### src/verilog/spi_command_port_pkg.sv
package spi_command_port_pkg;
    // Register offsets
    localparam logic [5:0] ADDR_MODE = 6'h00;
    localparam logic [5:0] ADDR_MODE_CTRL = 6'h01;
    localparam logic [5:0] ADDR_FIFO_PORT = 6'h05;
    localparam logic [5:0] ADDR_IDENTITY = 6'h06;
    localparam logic [5:0] ADDR_GP_CTRL = 6'h0B;

    // Values after reset
    localparam logic [7:0] RST_MODE = 8'h00;
    localparam logic [7:0] RST_MODE_CTRL = 8'h00;
    localparam logic [7:0] RST_GP_CTRL = 8'h00;
    localparam logic [31:0] RST_IDENTITY = 32'h00000000;

    // Field positions
    localparam int FIFO_MODE_SELECT_BIT = 0;
    localparam int GP_SEL_LSB = 2;
    localparam int GP_SEL_MSB = 5;
    localparam int MODE_EMPTY_BIT = 3;
    localparam int MODE_FULL_BIT = 4;

    // Pin function codes for the general-purpose pin
    localparam logic [3:0] GP_SEL_LOW = 4'h0;
    localparam logic [3:0] GP_SEL_FIFO_EMPTY = 4'h1;
    localparam logic [3:0] GP_SEL_FIFO_FULL = 4'h2;
    localparam logic [3:0] GP_SEL_SERIAL_OUT = 4'h6;

    // Strobe nibbles and full deep-sleep bytes
    localparam logic [3:0] STB_SLEEP = 4'h8;
    localparam logic [3:0] STB_IDLE = 4'h9;
    localparam logic [3:0] STB_STANDBY = 4'hA;
    localparam logic [3:0] STB_PLL = 4'hB;
    localparam logic [3:0] STB_TX = 4'hD;
    localparam logic [3:0] STB_FIFO_PTR_RST = 4'hE;
    localparam logic [7:0] STB_DEEP_TRISTATE = 8'h88;
    localparam logic [7:0] STB_DEEP_PULLUP = 8'h8B;

    // Serial framing
    localparam logic [2:0] BIT_LAST = 3'h7;
    localparam logic [2:0] BIT_NIBBLE = 3'h3;

    // Transmit pacing: the time to send one byte and its cycle count at 200 MHz
    localparam int CLOCK_PERIOD_PS = 5000;
    localparam int TX_BYTE_TIME_NS = 40;
    localparam int TX_BYTE_CYCLES = (TX_BYTE_TIME_NS * 1000) / CLOCK_PERIOD_PS;

    localparam int FIFO_WIDTH = 8;
    localparam int FIFO_DEPTH = 64;

    // Operating states, Gray-coded along standby, pll, tx
    typedef enum logic [2:0] {
        ST_STANDBY = 3'h0,
        ST_PLL = 3'h1,
        ST_TX = 3'h3,
        ST_IDLE = 3'h2,
        ST_SLEEP = 3'h6,
        ST_DEEP_SLEEP = 3'h7
    } op_state_t;
endpackage : spi_command_port_pkg

### src/verilog/byte_fifo.sv
`timescale 1ns/100ps
`default_nettype none
module byte_fifo #(
    parameter int WIDTH = 8,
    parameter int DEPTH = 64
) (
    input wire logic clock,
    input wire logic ce,
    input wire logic rst_n,
    input wire logic flush,
    input wire logic in_valid,
    input wire logic [WIDTH-1:0] in_data,
    output logic in_ready,
    output logic out_valid,
    output logic [WIDTH-1:0] out_data,
    input wire logic out_ready
);
    localparam int AW = $clog2(DEPTH);

    logic [WIDTH-1:0] mem [DEPTH];
    logic [AW:0] wr_ptr_r;
    logic [AW:0] rd_ptr_r;
    logic push;
    logic pop;

    // Extra pointer bit tells full from empty; depth must be a power of two
    assign in_ready = (wr_ptr_r[AW] == rd_ptr_r[AW]) || (wr_ptr_r[AW-1:0] != rd_ptr_r[AW-1:0]);
    assign out_valid = (wr_ptr_r != rd_ptr_r);
    assign out_data = mem[rd_ptr_r[AW-1:0]];
    assign push = in_valid && in_ready;
    assign pop = out_valid && out_ready;

    // Pointers; flush drops everything queued
    always_ff @(posedge clock or negedge rst_n) begin
        if (!rst_n) begin
            wr_ptr_r <= '0;
            rd_ptr_r <= '0;
        end else if (ce) begin
            if (flush) begin
                wr_ptr_r <= '0;
                rd_ptr_r <= '0;
            end else begin
                if (push) begin
                    wr_ptr_r <= wr_ptr_r + 1'b1;
                end
                if (pop) begin
                    rd_ptr_r <= rd_ptr_r + 1'b1;
                end
            end
        end
    end

    // Storage has no reset, only the pointers define contents
    always_ff @(posedge clock) begin
        if (ce && push && !flush) begin
            mem[wr_ptr_r[AW-1:0]] <= in_data;
        end
    end
endmodule : byte_fifo
`default_nettype wire

### src/verilog/spi_command_port.sv
`timescale 1ns/100ps
`default_nettype none
// Overview of operation
// Host keeps serial clock at most 10 Mbps
// Traffic counts only while chip select low
// Three-wire mode: shared data pin drives reads
// Four-wire mode: reads on pin, select 0110
// Input bit sampled on serial clock rise
// Read data changes on falling edge
// Host samples read data on rising edge
// First bit: zero register, one strobe
// Second bit: one reads, zero writes
// Six-bit address, then one data byte
// Strobe is nibble or byte; chaining allowed
// Strobe nibbles select state or pointer reset
// Bytes 88h/8Bh deep sleep, registers lost
// All-zero address and data: soft reset
// Identity word at 06h, four bytes, byte0 first
// Host raises chip select to end bursts
// 64-byte FIFO filled by burst at 05h
// Host sets FIFO mode, fills, then strobes
// FIFO status selectable onto general pin
// FIFO transmit returns; direct mode stays
// Sleep accepts strobes but no FIFO access
// MSB first; chip select rise drops partials
// Burst keeps address, advances byte index
module spi_command_port #(
    parameter int FIFO_BYTES = spi_command_port_pkg::FIFO_DEPTH,
    parameter int BYTE_CYCLES = spi_command_port_pkg::TX_BYTE_CYCLES
) (
    input wire logic clock,
    input wire logic rstn,
    input wire logic ce,
    input wire logic serial_clock,
    input wire logic serial_chip_select_n,
    input wire logic sdio_in,
    output logic sdio_out,
    output logic sdio_oe,
    output logic general_purpose_pin_one_out,
    output logic general_purpose_pin_one_oe,
    output logic general_purpose_pin_one_pullup,
    output logic [7:0] tx_data,
    output logic tx_valid,
    output logic [2:0] op_state,
    output logic internal_reset_n
);
    import spi_command_port_pkg::*;

    logic rst_meta_r;
    logic rst_sync_r;
    logic sck_meta_r;
    logic sck_s_r;
    logic sck_d_r;
    logic cs_meta_r;
    logic cs_s_r;
    logic sdi_meta_r;
    logic sdi_s_r;
    logic sck_rise;
    logic sck_fall;
    logic active;
    logic [2:0] bit_cnt_r;
    logic [7:0] sh_in_r;
    logic [7:0] rx_byte;
    logic data_phase_r;
    logic read_r;
    logic [5:0] addr_r;
    logic [1:0] byte_idx_r;
    logic [7:0] sh_out_r;
    logic cmd_zero_r;
    logic byte_done;
    logic nib_done;
    logic cmd_done;
    logic data_done;
    logic [3:0] strobe_nib;
    logic [5:0] rd_addr;
    logic [1:0] rd_idx;
    logic [7:0] rd_val;
    logic [7:0] mode_r;
    logic [7:0] mode_ctrl_r;
    logic [7:0] gp_ctrl_r;
    logic [31:0] identity_r;
    logic [3:0] gp_sel;
    logic fifo_mode;
    logic four_wire;
    logic soft_reset;
    logic deep_entry;
    logic pullup_sel_r;
    op_state_t state_r;
    op_state_t prev_state_r;
    logic fifo_in_valid;
    logic fifo_in_ready;
    logic fifo_out_valid;
    logic [7:0] fifo_out_data;
    logic fifo_pop;
    logic fifo_flush;
    logic [$clog2(BYTE_CYCLES+1)-1:0] pace_r;

    // Reset release passes two flops; assertion stays asynchronous
    always_ff @(posedge clock or negedge rstn) begin
        if (!rstn) begin
            rst_meta_r <= 1'b0;
            rst_sync_r <= 1'b0;
        end else if (ce) begin
            rst_meta_r <= 1'b1;
            rst_sync_r <= rst_meta_r;
        end
    end

    // Pin synchronisers; logic reads the second stage, plus a third serial clock stage for edges
    always_ff @(posedge clock or negedge rst_sync_r) begin
        if (!rst_sync_r) begin
            sck_meta_r <= 1'b0;
            sck_s_r <= 1'b0;
            sck_d_r <= 1'b0;
            cs_meta_r <= 1'b1;
            cs_s_r <= 1'b1;
            sdi_meta_r <= 1'b0;
            sdi_s_r <= 1'b0;
        end else if (ce) begin
            sck_meta_r <= serial_clock;
            sck_s_r <= sck_meta_r;
            sck_d_r <= sck_s_r;
            cs_meta_r <= serial_chip_select_n;
            cs_s_r <= cs_meta_r;
            sdi_meta_r <= sdio_in;
            sdi_s_r <= sdi_meta_r;
        end
    end

    // Edge finding on the sampled serial clock, gated by chip select
    assign active = !cs_s_r;
    assign sck_rise = active && sck_s_r && !sck_d_r;
    assign sck_fall = active && !sck_s_r && sck_d_r;
    assign rx_byte = {sh_in_r[6:0], sdi_s_r};
    assign byte_done = sck_rise && (bit_cnt_r == BIT_LAST);
    assign cmd_done = byte_done && !data_phase_r;
    assign data_done = byte_done && data_phase_r;
    assign strobe_nib = {sh_in_r[2:0], sdi_s_r};
    // Strobe acts on its fourth bit, so a 4-bit strobe and a byte other than 88h/8Bh behave the same
    assign nib_done = sck_rise && !data_phase_r && (bit_cnt_r == BIT_NIBBLE) && sh_in_r[2];

    assign fifo_mode = mode_ctrl_r[FIFO_MODE_SELECT_BIT];
    assign gp_sel = gp_ctrl_r[GP_SEL_MSB:GP_SEL_LSB];
    assign four_wire = (gp_sel == GP_SEL_SERIAL_OUT);
    assign soft_reset = data_done && !read_r && cmd_zero_r && (rx_byte == 8'h00);
    assign deep_entry = cmd_done && ((rx_byte == STB_DEEP_TRISTATE) || (rx_byte == STB_DEEP_PULLUP));

    // Bit counter and command decode; a rising chip select abandons the access
    always_ff @(posedge clock or negedge rst_sync_r) begin
        if (!rst_sync_r) begin
            bit_cnt_r <= 3'h0;
            sh_in_r <= 8'h00;
            data_phase_r <= 1'b0;
            read_r <= 1'b0;
            addr_r <= 6'h00;
            byte_idx_r <= 2'h0;
            cmd_zero_r <= 1'b0;
        end else if (ce) begin
            if (!active) begin
                bit_cnt_r <= 3'h0;
                data_phase_r <= 1'b0;
                read_r <= 1'b0;
            end else if (sck_rise) begin
                bit_cnt_r <= bit_cnt_r + 3'h1;
                sh_in_r <= rx_byte;
                if (cmd_done && !rx_byte[7]) begin
                    data_phase_r <= 1'b1;
                    read_r <= rx_byte[6];
                    addr_r <= rx_byte[5:0];
                    byte_idx_r <= 2'h0;
                    cmd_zero_r <= (rx_byte == 8'h00);
                end else if (data_done) begin
                    byte_idx_r <= byte_idx_r + 2'h1;
                    cmd_zero_r <= 1'b0;
                end
            end
        end
    end

    // Read source: next byte of the burst, or byte 0 when the address lands
    assign rd_addr = data_phase_r ? addr_r : rx_byte[5:0];
    assign rd_idx = data_phase_r ? (byte_idx_r + 2'h1) : 2'h0;

    always_comb begin
        rd_val = 8'h00;
        case (rd_addr)
            ADDR_MODE: begin
                rd_val = {mode_r[7:5], !fifo_in_ready, !fifo_out_valid, state_r};
            end
            ADDR_MODE_CTRL: begin
                rd_val = mode_ctrl_r;
            end
            ADDR_IDENTITY: begin
                rd_val = identity_r[{rd_idx, 3'h0} +: 8];
            end
            ADDR_GP_CTRL: begin
                rd_val = gp_ctrl_r;
            end
            default: begin
                rd_val = 8'h00;
            end
        endcase
    end

    // Output shifter: loaded on the rise that ends a byte, shifted on each fall of a read
    always_ff @(posedge clock or negedge rst_sync_r) begin
        if (!rst_sync_r) begin
            sh_out_r <= 8'h00;
            sdio_out <= 1'b0;
            sdio_oe <= 1'b0;
            general_purpose_pin_one_out <= 1'b0;
            general_purpose_pin_one_oe <= 1'b0;
            general_purpose_pin_one_pullup <= 1'b0;
        end else if (ce) begin
            if (byte_done && ((cmd_done && !rx_byte[7] && rx_byte[6]) || (data_done && read_r))) begin
                sh_out_r <= rd_val;
            end else if (sck_fall && read_r) begin
                sh_out_r <= {sh_out_r[6:0], 1'b0};
            end
            if (sck_fall && read_r) begin
                sdio_out <= sh_out_r[7];
            end
            // Shared pin turns round only after the address byte is in
            sdio_oe <= active && read_r && !four_wire;
            general_purpose_pin_one_pullup <= (state_r == ST_DEEP_SLEEP) && pullup_sel_r;
            if (state_r == ST_DEEP_SLEEP) begin
                general_purpose_pin_one_oe <= 1'b0;
                general_purpose_pin_one_out <= 1'b0;
            end else begin
                general_purpose_pin_one_oe <= 1'b1;
                case (gp_sel)
                    GP_SEL_SERIAL_OUT: begin
                        general_purpose_pin_one_out <= (sck_fall && read_r) ? sh_out_r[7] : sdio_out;
                    end
                    GP_SEL_FIFO_EMPTY: begin
                        general_purpose_pin_one_out <= !fifo_out_valid;
                    end
                    GP_SEL_FIFO_FULL: begin
                        general_purpose_pin_one_out <= !fifo_in_ready;
                    end
                    default: begin
                        general_purpose_pin_one_out <= 1'b0;
                    end
                endcase
            end
        end
    end

    // Register writes; soft reset and deep sleep both return the defaults
    always_ff @(posedge clock or negedge rst_sync_r) begin
        if (!rst_sync_r) begin
            mode_r <= RST_MODE;
            mode_ctrl_r <= RST_MODE_CTRL;
            gp_ctrl_r <= RST_GP_CTRL;
            identity_r <= RST_IDENTITY;
        end else if (ce) begin
            if (soft_reset || deep_entry) begin
                mode_r <= RST_MODE;
                mode_ctrl_r <= RST_MODE_CTRL;
                gp_ctrl_r <= RST_GP_CTRL;
                identity_r <= RST_IDENTITY;
            end else if (data_done && !read_r) begin
                case (addr_r)
                    ADDR_MODE: begin
                        mode_r <= rx_byte;
                    end
                    ADDR_MODE_CTRL: begin
                        mode_ctrl_r <= rx_byte;
                    end
                    ADDR_IDENTITY: begin
                        identity_r[{byte_idx_r, 3'h0} +: 8] <= rx_byte;
                    end
                    ADDR_GP_CTRL: begin
                        gp_ctrl_r <= rx_byte;
                    end
                    default: begin
                        mode_r <= mode_r;
                    end
                endcase
            end
        end
    end

    // Internal reset pulse, one cycle low after an all-zero write
    always_ff @(posedge clock or negedge rst_sync_r) begin
        if (!rst_sync_r) begin
            internal_reset_n <= 1'b0;
        end else if (ce) begin
            internal_reset_n <= !soft_reset;
        end
    end

    // Operating state: strobes move it, FIFO transmit returns on its own
    always_ff @(posedge clock or negedge rst_sync_r) begin
        if (!rst_sync_r) begin
            state_r <= ST_STANDBY;
            prev_state_r <= ST_STANDBY;
            pullup_sel_r <= 1'b0;
        end else if (ce) begin
            if (soft_reset) begin
                state_r <= ST_STANDBY;
            end else if (deep_entry) begin
                state_r <= ST_DEEP_SLEEP;
                pullup_sel_r <= (rx_byte == STB_DEEP_PULLUP);
            end else if (nib_done) begin
                case (strobe_nib)
                    STB_SLEEP: begin
                        state_r <= ST_SLEEP;
                    end
                    STB_IDLE: begin
                        state_r <= ST_IDLE;
                    end
                    STB_STANDBY: begin
                        state_r <= ST_STANDBY;
                    end
                    STB_PLL: begin
                        state_r <= ST_PLL;
                    end
                    STB_TX: begin
                        if (state_r != ST_TX) begin
                            prev_state_r <= state_r;
                        end
                        state_r <= ST_TX;
                    end
                    default: begin
                        state_r <= state_r;
                    end
                endcase
            end else if (state_r == ST_TX && fifo_mode && !fifo_out_valid && pace_r == '0) begin
                state_r <= prev_state_r;
            end
        end
    end

    // FIFO may not be written in either sleep state
    assign fifo_in_valid = data_done && !read_r && (addr_r == ADDR_FIFO_PORT)
        && (state_r != ST_SLEEP) && (state_r != ST_DEEP_SLEEP);
    assign fifo_flush = soft_reset || deep_entry || (nib_done && strobe_nib == STB_FIFO_PTR_RST);
    assign fifo_pop = (state_r == ST_TX) && fifo_mode && fifo_out_valid && (pace_r == '0);

    // A byte that lands on a full FIFO is dropped; the host sees full on the pin
    byte_fifo #(
        .WIDTH(FIFO_WIDTH),
        .DEPTH(FIFO_BYTES)
    ) u_tx_fifo (
        .clock(clock),
        .ce(ce),
        .rst_n(rst_sync_r),
        .flush(fifo_flush),
        .in_valid(fifo_in_valid),
        .in_data(rx_byte),
        .in_ready(fifo_in_ready),
        .out_valid(fifo_out_valid),
        .out_data(fifo_out_data),
        .out_ready(fifo_pop)
    );

    // Transmit pacing stalls the FIFO drain, so it fills while the link is slow
    always_ff @(posedge clock or negedge rst_sync_r) begin
        if (!rst_sync_r) begin
            pace_r <= '0;
            tx_data <= 8'h00;
            tx_valid <= 1'b0;
        end else if (ce) begin
            tx_valid <= fifo_pop;
            if (fifo_pop) begin
                tx_data <= fifo_out_data;
                pace_r <= ($clog2(BYTE_CYCLES+1))'(BYTE_CYCLES - 1);
            end else if (pace_r != '0) begin
                pace_r <= pace_r - 1'b1;
            end
        end
    end

    // State shown outside as a registered copy
    always_ff @(posedge clock or negedge rst_sync_r) begin
        if (!rst_sync_r) begin
            op_state <= ST_STANDBY;
        end else if (ce) begin
            op_state <= state_r;
        end
    end
endmodule : spi_command_port
`default_nettype wire

### config.mk
export PLATFORM = sky130hd
export DESIGN_NAME = spi_command_port
export DESIGN_NICKNAME = d
export VERILOG_FILES = /design/src/verilog/spi_command_port_pkg.sv /design/src/verilog/byte_fifo.sv /design/src/verilog/spi_command_port.sv
export SDC_FILE = /design/constraint.sdc
export NUM_CORES = 1
export LEC_CHECK = 0
export BUFFER_PORTS_ARGS = -buffer_cell sky130_fd_sc_hd__buf_2
export CAP_MARGIN = 10
export CORE_ASPECT_RATIO = 0.75
export CORE_MARGIN = 5
export CORE_UTILIZATION = 45
export CTS_BUF_LIST = sky130_fd_sc_hd__clkbuf_16
export DETAILED_ROUTE_END_ITERATION = 10
export GPL_ROUTABILITY_DRIVEN = 1
export GPL_TIMING_DRIVEN = 0
export PLACE_DENSITY_LB_ADDON = 0.15
export SETUP_SLACK_MARGIN = 0.3
export SYNTH_ARGS = -nofsm -noshare
export SYNTH_HDL_FRONTEND = slang
export SYNTH_SLANG_ARGS = --single-unit
### constraint.sdc
create_clock -name clock -period 11.8 [get_ports clock]
set_input_delay 1.18 -clock clock [delete_from_list [all_inputs] [get_ports clock]]
set_output_delay 1.18 -clock clock [all_outputs]
set_load 0.03 [all_outputs]
==> out/metrics.yaml, run 1 <==
status: "finished clean"
layout_common_cells: "edfxtp_1, dfrtp_1, nand2_1, mux2i_1, nor2_1"
path_clk_slew_ns: 0.06
io_pins: 24
critical_path_class: "reg -> reg"
num_rows: 77
ys_seq_area_frac: 0.695
postCtsHoldBufs: 0
hold_viol_final: 0
synth_edf_count: 512
synth_ff_type: "edfxtp_1"
ff_latch_area_mm2: 0.0187
grtUsageTotal: 0.230
switchingPower_mw: 1.30
final_nets: 1800
numCtsBuffers: 66
async_flop_share: 0.205
seq_power_share: 0.534
synth_cell_types: 84
combPwrFrac: 0.078
slew_headroom: 0.129
post-route-period-util: 0.414
final_core_util: 0.513
crit_required_ns: 12.01
synth_nets: 1700
start_util: 0.455
syn_area_per_cell_um2: 16.0
cts_tree: "yes"
vdd_drop_max_mv: 0.119
core_area_mm2: 0.0591
postRouteAntennaNets: 0
cts-root-buf: "clkbuf_16"
ctsLongestPathBuffers: 3
fillers: 4887
grt-ovfl-total: 0
cts_num_sinks: 644
power_density_mw_per_mm2: 173
die_area_mm2: 0.0648
cts.htree.levels: 3
rsz0062_at_grt: "false"
grt_max_degree: 53
detailed_place_hpwl_um: 51300
finalWirelength_um: 75400
drc: 0
arrival_ns: 5.10
drive_above_1_share: 0.184
setup_tns_ns: 0
gp_congestion: 0.956
grt_pass1_vias: 15428
multi_input_area_mm2: 0.00762
syn_to_final_growth_pct: 12.7
wl_per_cell_um: 28.8
cp-start-kind: "flip-flop"
antenna_found_initial: 3
routed_via_density: 6.12
synth_cells: 1683
swShare: 0.247
fin_skew_ns: 0.0236
end_kind: "flip-flop"
crit_start: "sh_in_r[6]$_DFFE_PN0P_"
p_total_mw: 5.26
hp-class: "reg -> async"
worst_pin_slew_ns: 1.31
dr.pass1.iters: 6
cap_violations: 0
p_int_mw: 3.96
final_common_cell: "edfxtp_1"
die_w_um: 292
ys_warn_count: 0
n_antenna_cell: 0
fmax_mhz: 204
numPortBuffers: 22
maxSlewViolCount: 0
setup_viol: 0
syn-cell-area_mm2: 0.0269
grt_pass1_wl_um: 109000
cts_resized: 0
hold_ws_ns: 0.330
ys_ff_latch: 644
cts_setup_buffers: 0
r2r_start: "sh_in_r[6]$_DFFE_PN0P_"
vias: 16053
p_leak_nw: 10.2
clkPwrFrac: 0.388
detail_route.iter0.violations: 2118
worst-path-max-fanout: 34
clk_latency_ns: 0.61
period_needed_ns: 4.89
die_height_um: 222
[Yosys cell counts (29+ instances only)]
master    instances  area, µm²
dfrtp_1         130       3250
mux4_2           87       1960
o21ai_0          66        330
a22oi_1          36        270
mux2_2           56        631
a21oi_1          51        255
nand3_1          29        145
inv_1            35        131
mux2i_1         113       1130
nand2_1         114        428
clkbuf_1         52        195
edfxtp_1        512      15400
nor2_1          102        383
[cells by family (layout without fill, tap and decap cells)]
kind of cell	count (synthesis)	in the layout	share of synthesized area
DFF	644	644	0.695
and+or+nand+nor	374	374	0.0709
AOI/OAI and AO/OA	260	260	0.0651
muxes	258	258	0.139
buffers and inverters	127	275	0.0216
adders and majority gates	11	11	0.00512
xor gates and xnor gates	9	9	0.00293
[flip-flops by register name, indices dropped and copies added (netlist names), 2 cells and up]
| register | count |
|---|---|
| addr_r | 6 |
| bit_cnt_r | 3 |
| byte_idx_r | 2 |
| gp_ctrl_r | 8 |
| identity_r | 32 |
| mode_ctrl_r | 8 |
| mode_r | 3 |
| op_state | 3 |
| pace_r | 4 |
| prev_state_r | 3 |
| sh_in_r | 7 |
| sh_out_r | 8 |
| state_r | 3 |
| tx_data | 8 |
| u_tx_fifo.mem | 512 |
| u_tx_fifo.rd_ptr_r | 7 |
| u_tx_fifo.wr_ptr_r | 7 |
[path summary, 6_finish.rpt]
path / cells past startpoint / slack [ns] / to
max: 8 / 6.91 / u_tx_fifo.mem[30][1]$_DFFE_PP_
min: 0 / 0.33 / sck_meta_r$_DFFE_PN0P_
max reg2reg: 8 / 6.91 / u_tx_fifo.mem[30][1]$_DFFE_PP_
min reg2reg: 0 / 0.33 / sck_meta_r$_DFFE_PN0P_
max in group asynchronous: 2 / 10.50 / identity_r[18]$_DFFE_PN0P_
min in group clock: 1 / 0.47 / rst_meta_r$_DFFE_PN0P_
[layout make-up]
cell class              instances  area share
flip-flops and latches        644       0.617
multi-input cells             912       0.252
plain buffers                  92      0.0149
inverters                      35     0.00434
clock inverters                48      0.0126
well taps                     790      0.0326
clock buffers                  68      0.0562
repair buffers                 32      0.0110
[power groups by stage]
| stage | clock network, mW | logic [mW] | registers [mW] |
|---|---|---|---|
| after global routing | 2.16 | 0.435 | 2.82 |
| final | 2.04 | 0.408 | 2.81 |
| after global placement | 0 | 0.214 | 3.00 |
| after detailed placement | 0 | 0.404 | 2.86 |
| after floorplan | 0 | 0.144 | 2.86 |
| after CTS | 2.07 | 0.405 | 2.81 |
[stage by stage]
stage / setup WS (ns) / instance area [µm²] / instances
final: 6.91 / 30300 / 2621
after global routing: 6.77 / 30300 / 2621
after CTS: 7.03 / 30300 / 2621
after detailed placement: 7.03 / 28200 / 2505
after global placement: 5.92 / 28000 / 2495
after floorplan: 7.84 / 26900 / 1683
[routing by layer]
layer / vias up / GRT usage / routed length (µm)
met3: 141 / 0.0752 / 8070
met5: - / 0 / 0
met2: 753 / 0.313 / 31200
li1: 6792 / - / -
met4: 0 / 0.0592 / 2020
met1: 8367 / 0.358 / 34100
[worst max-delay path, cell delays in order, from the launching register on]
cell and delay [ns]:
dfrtp_2 0.76, clkbuf_1 0.66, nor4_1 0.09, nand2_1 0.20, nor3_2 0.13, nor4_2 0.43
buf_2 0.29, nand4b_1 0.77, nor2_1 1.16
Power figures use the tool's default switching activity.
==> inputs of run 2 (changes only) <==
==> constraint.sdc (replaced) <==
create_clock -name clock -period 4.4 [get_ports clock]
set_input_delay 0.44 -clock clock [delete_from_list [all_inputs] [get_ports clock]]
set_output_delay 0.44 -clock clock [all_outputs]
set_load 0.03 [all_outputs]
==> out/metrics.yaml, run 2 (same netlist as run 1, synthesis figures left out) <==
status: "finished clean"
die_height_um: 222
post-route-period-util: 0.936
dr.pass1.iters: 6
crit_required_ns: 4.63
fin_skew_ns: 0.0265
setup_tns_ns: 0
critical_path_class: "reg -> reg"
wl_per_cell_um: 28.8
path_clk_slew_ns: 0.06
n_antenna_cell: 0
rsz0062_at_grt: "true"
final_nets: 1810
grt_max_degree: 53
cts_num_sinks: 644
clk_latency_ns: 0.61
cp-start-kind: "flip-flop"
cts_tree: "yes"
numCtsBuffers: 66
ctsLongestPathBuffers: 3
syn_to_final_growth_pct: 13.6
grt_pass1_wl_um: 110000
largest_register_ffs: 512
crit_top_cell: "and2_1"
die_area_mm2: 0.0648
grtUsageTotal: 0.231
pre_cts_ws_ns: -0.374
setup_slack_ns: 0.283
detailed_place_hpwl_um: 51300
numPortBuffers: 22
ff_latch_area_mm2: 0.0187
setup_viol: 0
postRouteAntennaNets: 0
detail_route.iter0.violations: 2025
cap_violations: 0
gp_congestion: 0.956
vdd_drop_max_mv: 0.321
start_util: 0.455
cts.htree.levels: 3
vias: 16109
hp-class: "in -> reg"
power_density_mw_per_mm2: 461
drive_above_1_share: 0.213
layout_common_cells: "edfxtp_1, dfrtp_1, nand2_1, mux2i_1, mux4_2"
finalWirelength_um: 75700
worstPathCellList: "clkbuf_2 > and2_1 > and2_1 > and4_1 > nor4_2 > buf_2 > nand2_1 > nor2_2"
multi_input_area_mm2: 0.00778
worst_pin_slew_ns: 1.31
die_w_um: 292
fillers: 4870
slew_headroom: 0.124
final_common_cell: "edfxtp_1"
arrival_ns: 4.35
drc: 0
num_rows: 77
worst-path-max-fanout: 34
antenna_found_initial: 3
p_leak_nw: 10.2
grt_pass1_vias: 15469
routed_via_density: 6.12
fmax_mhz: 243
period_needed_ns: 4.12
critical_path.max_stage_delay_ns: 0.73
hold_viol_final: 0
io_pins: 24
core_area_mm2: 0.0591
slowest_stage: "nor2_2"
end_kind: "flip-flop"
grt-ovfl-total: 0
cts-root-buf: "clkbuf_16"
maxSlewViolCount: 0
run 2: cell types whose count changed in the layout (fill, tap and decap cells not counted), moves of 8 or more:
cell    change
nor2_1     -45
nor2_2     +37
buf_4       +9
nor2_4      +8
run 2: per-stage QoR:
step                hold WS, ns  cells  total power, mW  utilization  instance area [µm²]
global route             0.0331   2631             14.5        0.517                30500
global placement          0.225   2495             8.62        0.474                28000
CTS                      0.0319   2631             14.2        0.516                30500
floorplan                 0.144   1683             8.05            -                26900
finish                   0.0624   2631             14.1        0.517                30500
detailed placement        0.231   2505             8.74        0.478                28200
run 2: timing repair:
item,CTS,global route
pin swaps,1,0
setup buffers,9,0
setup endpoints to repair,492,355
hold buffers,1,0
resized for setup,40,16
endpoints found under the hold margin,2,0
run 2: worst paths after layout:
| path | depth (start not counted) | from | slack (ns) | end |
|---|---|---|---|---|
| worst max-delay path | 8 | sh_in_r[6]$_DFFE_PN0P_ | 0.28 | u_tx_fifo.mem[33][3]$_DFFE_PP_ |
| worst min-delay path | 2 | serial_chip_select_n | 0.06 | cs_meta_r$_DFFE_PN1P_ |
| worst max register to register | 8 | sh_in_r[6]$_DFFE_PN0P_ | 0.28 | u_tx_fifo.mem[33][3]$_DFFE_PP_ |
| worst min register to register | 0 | rst_sync_r$_DFFE_PN0P_ | 0.33 | sck_meta_r$_DFFE_PN0P_ |
| max in group asynchronous | 2 | rst_sync_r$_DFFE_PN0P_ | 3.10 | identity_r[18]$_DFFE_PN0P_ |
| min in group asynchronous | 2 | rstn | 0.14 | rst_sync_r$_DFFE_PN0P_ |
run 2: area by class of cell:
class                   instances  share of cell area
flip-flops and latches        644               0.612
multi-input cells             912               0.255
clock buffers                  68              0.0557
well taps                     790              0.0324
plain buffers                  92              0.0148
repair buffers                 42              0.0134
clock inverters                48              0.0125
inverters                      35             0.00430
run 2: routing by layer:
| metal | vias to the layer above | routed length, µm | track usage |
|---|---|---|---|
| li1 | 6823 | - | - |
| met1 | 8413 | 34200 | 0.360 |
| met2 | 737 | 31600 | 0.314 |
| met3 | 136 | 8120 | 0.0733 |
| met4 | 0 | 1860 | 0.0566 |
| met5 | - | 0 | 0 |
run 2: power breakdown:
| group | internal [mW] | switching, mW | leakage (nW) |
|---|---|---|---|
| registers | 7.20 | 0.332 | 6.33 |
| logic | 0.309 | 0.791 | 2.83 |
| clock network | 3.11 | 2.35 | 1.07 |
| total | 10.6 | 3.47 | 10.2 |
run 2: worst max-delay path, delay by kind of cell, from the launching register on:
kind	cells	cell delay (ns)
and+or+nand+nor	6	2.45
DFF	1	0.62
buffers and inverters	2	0.67
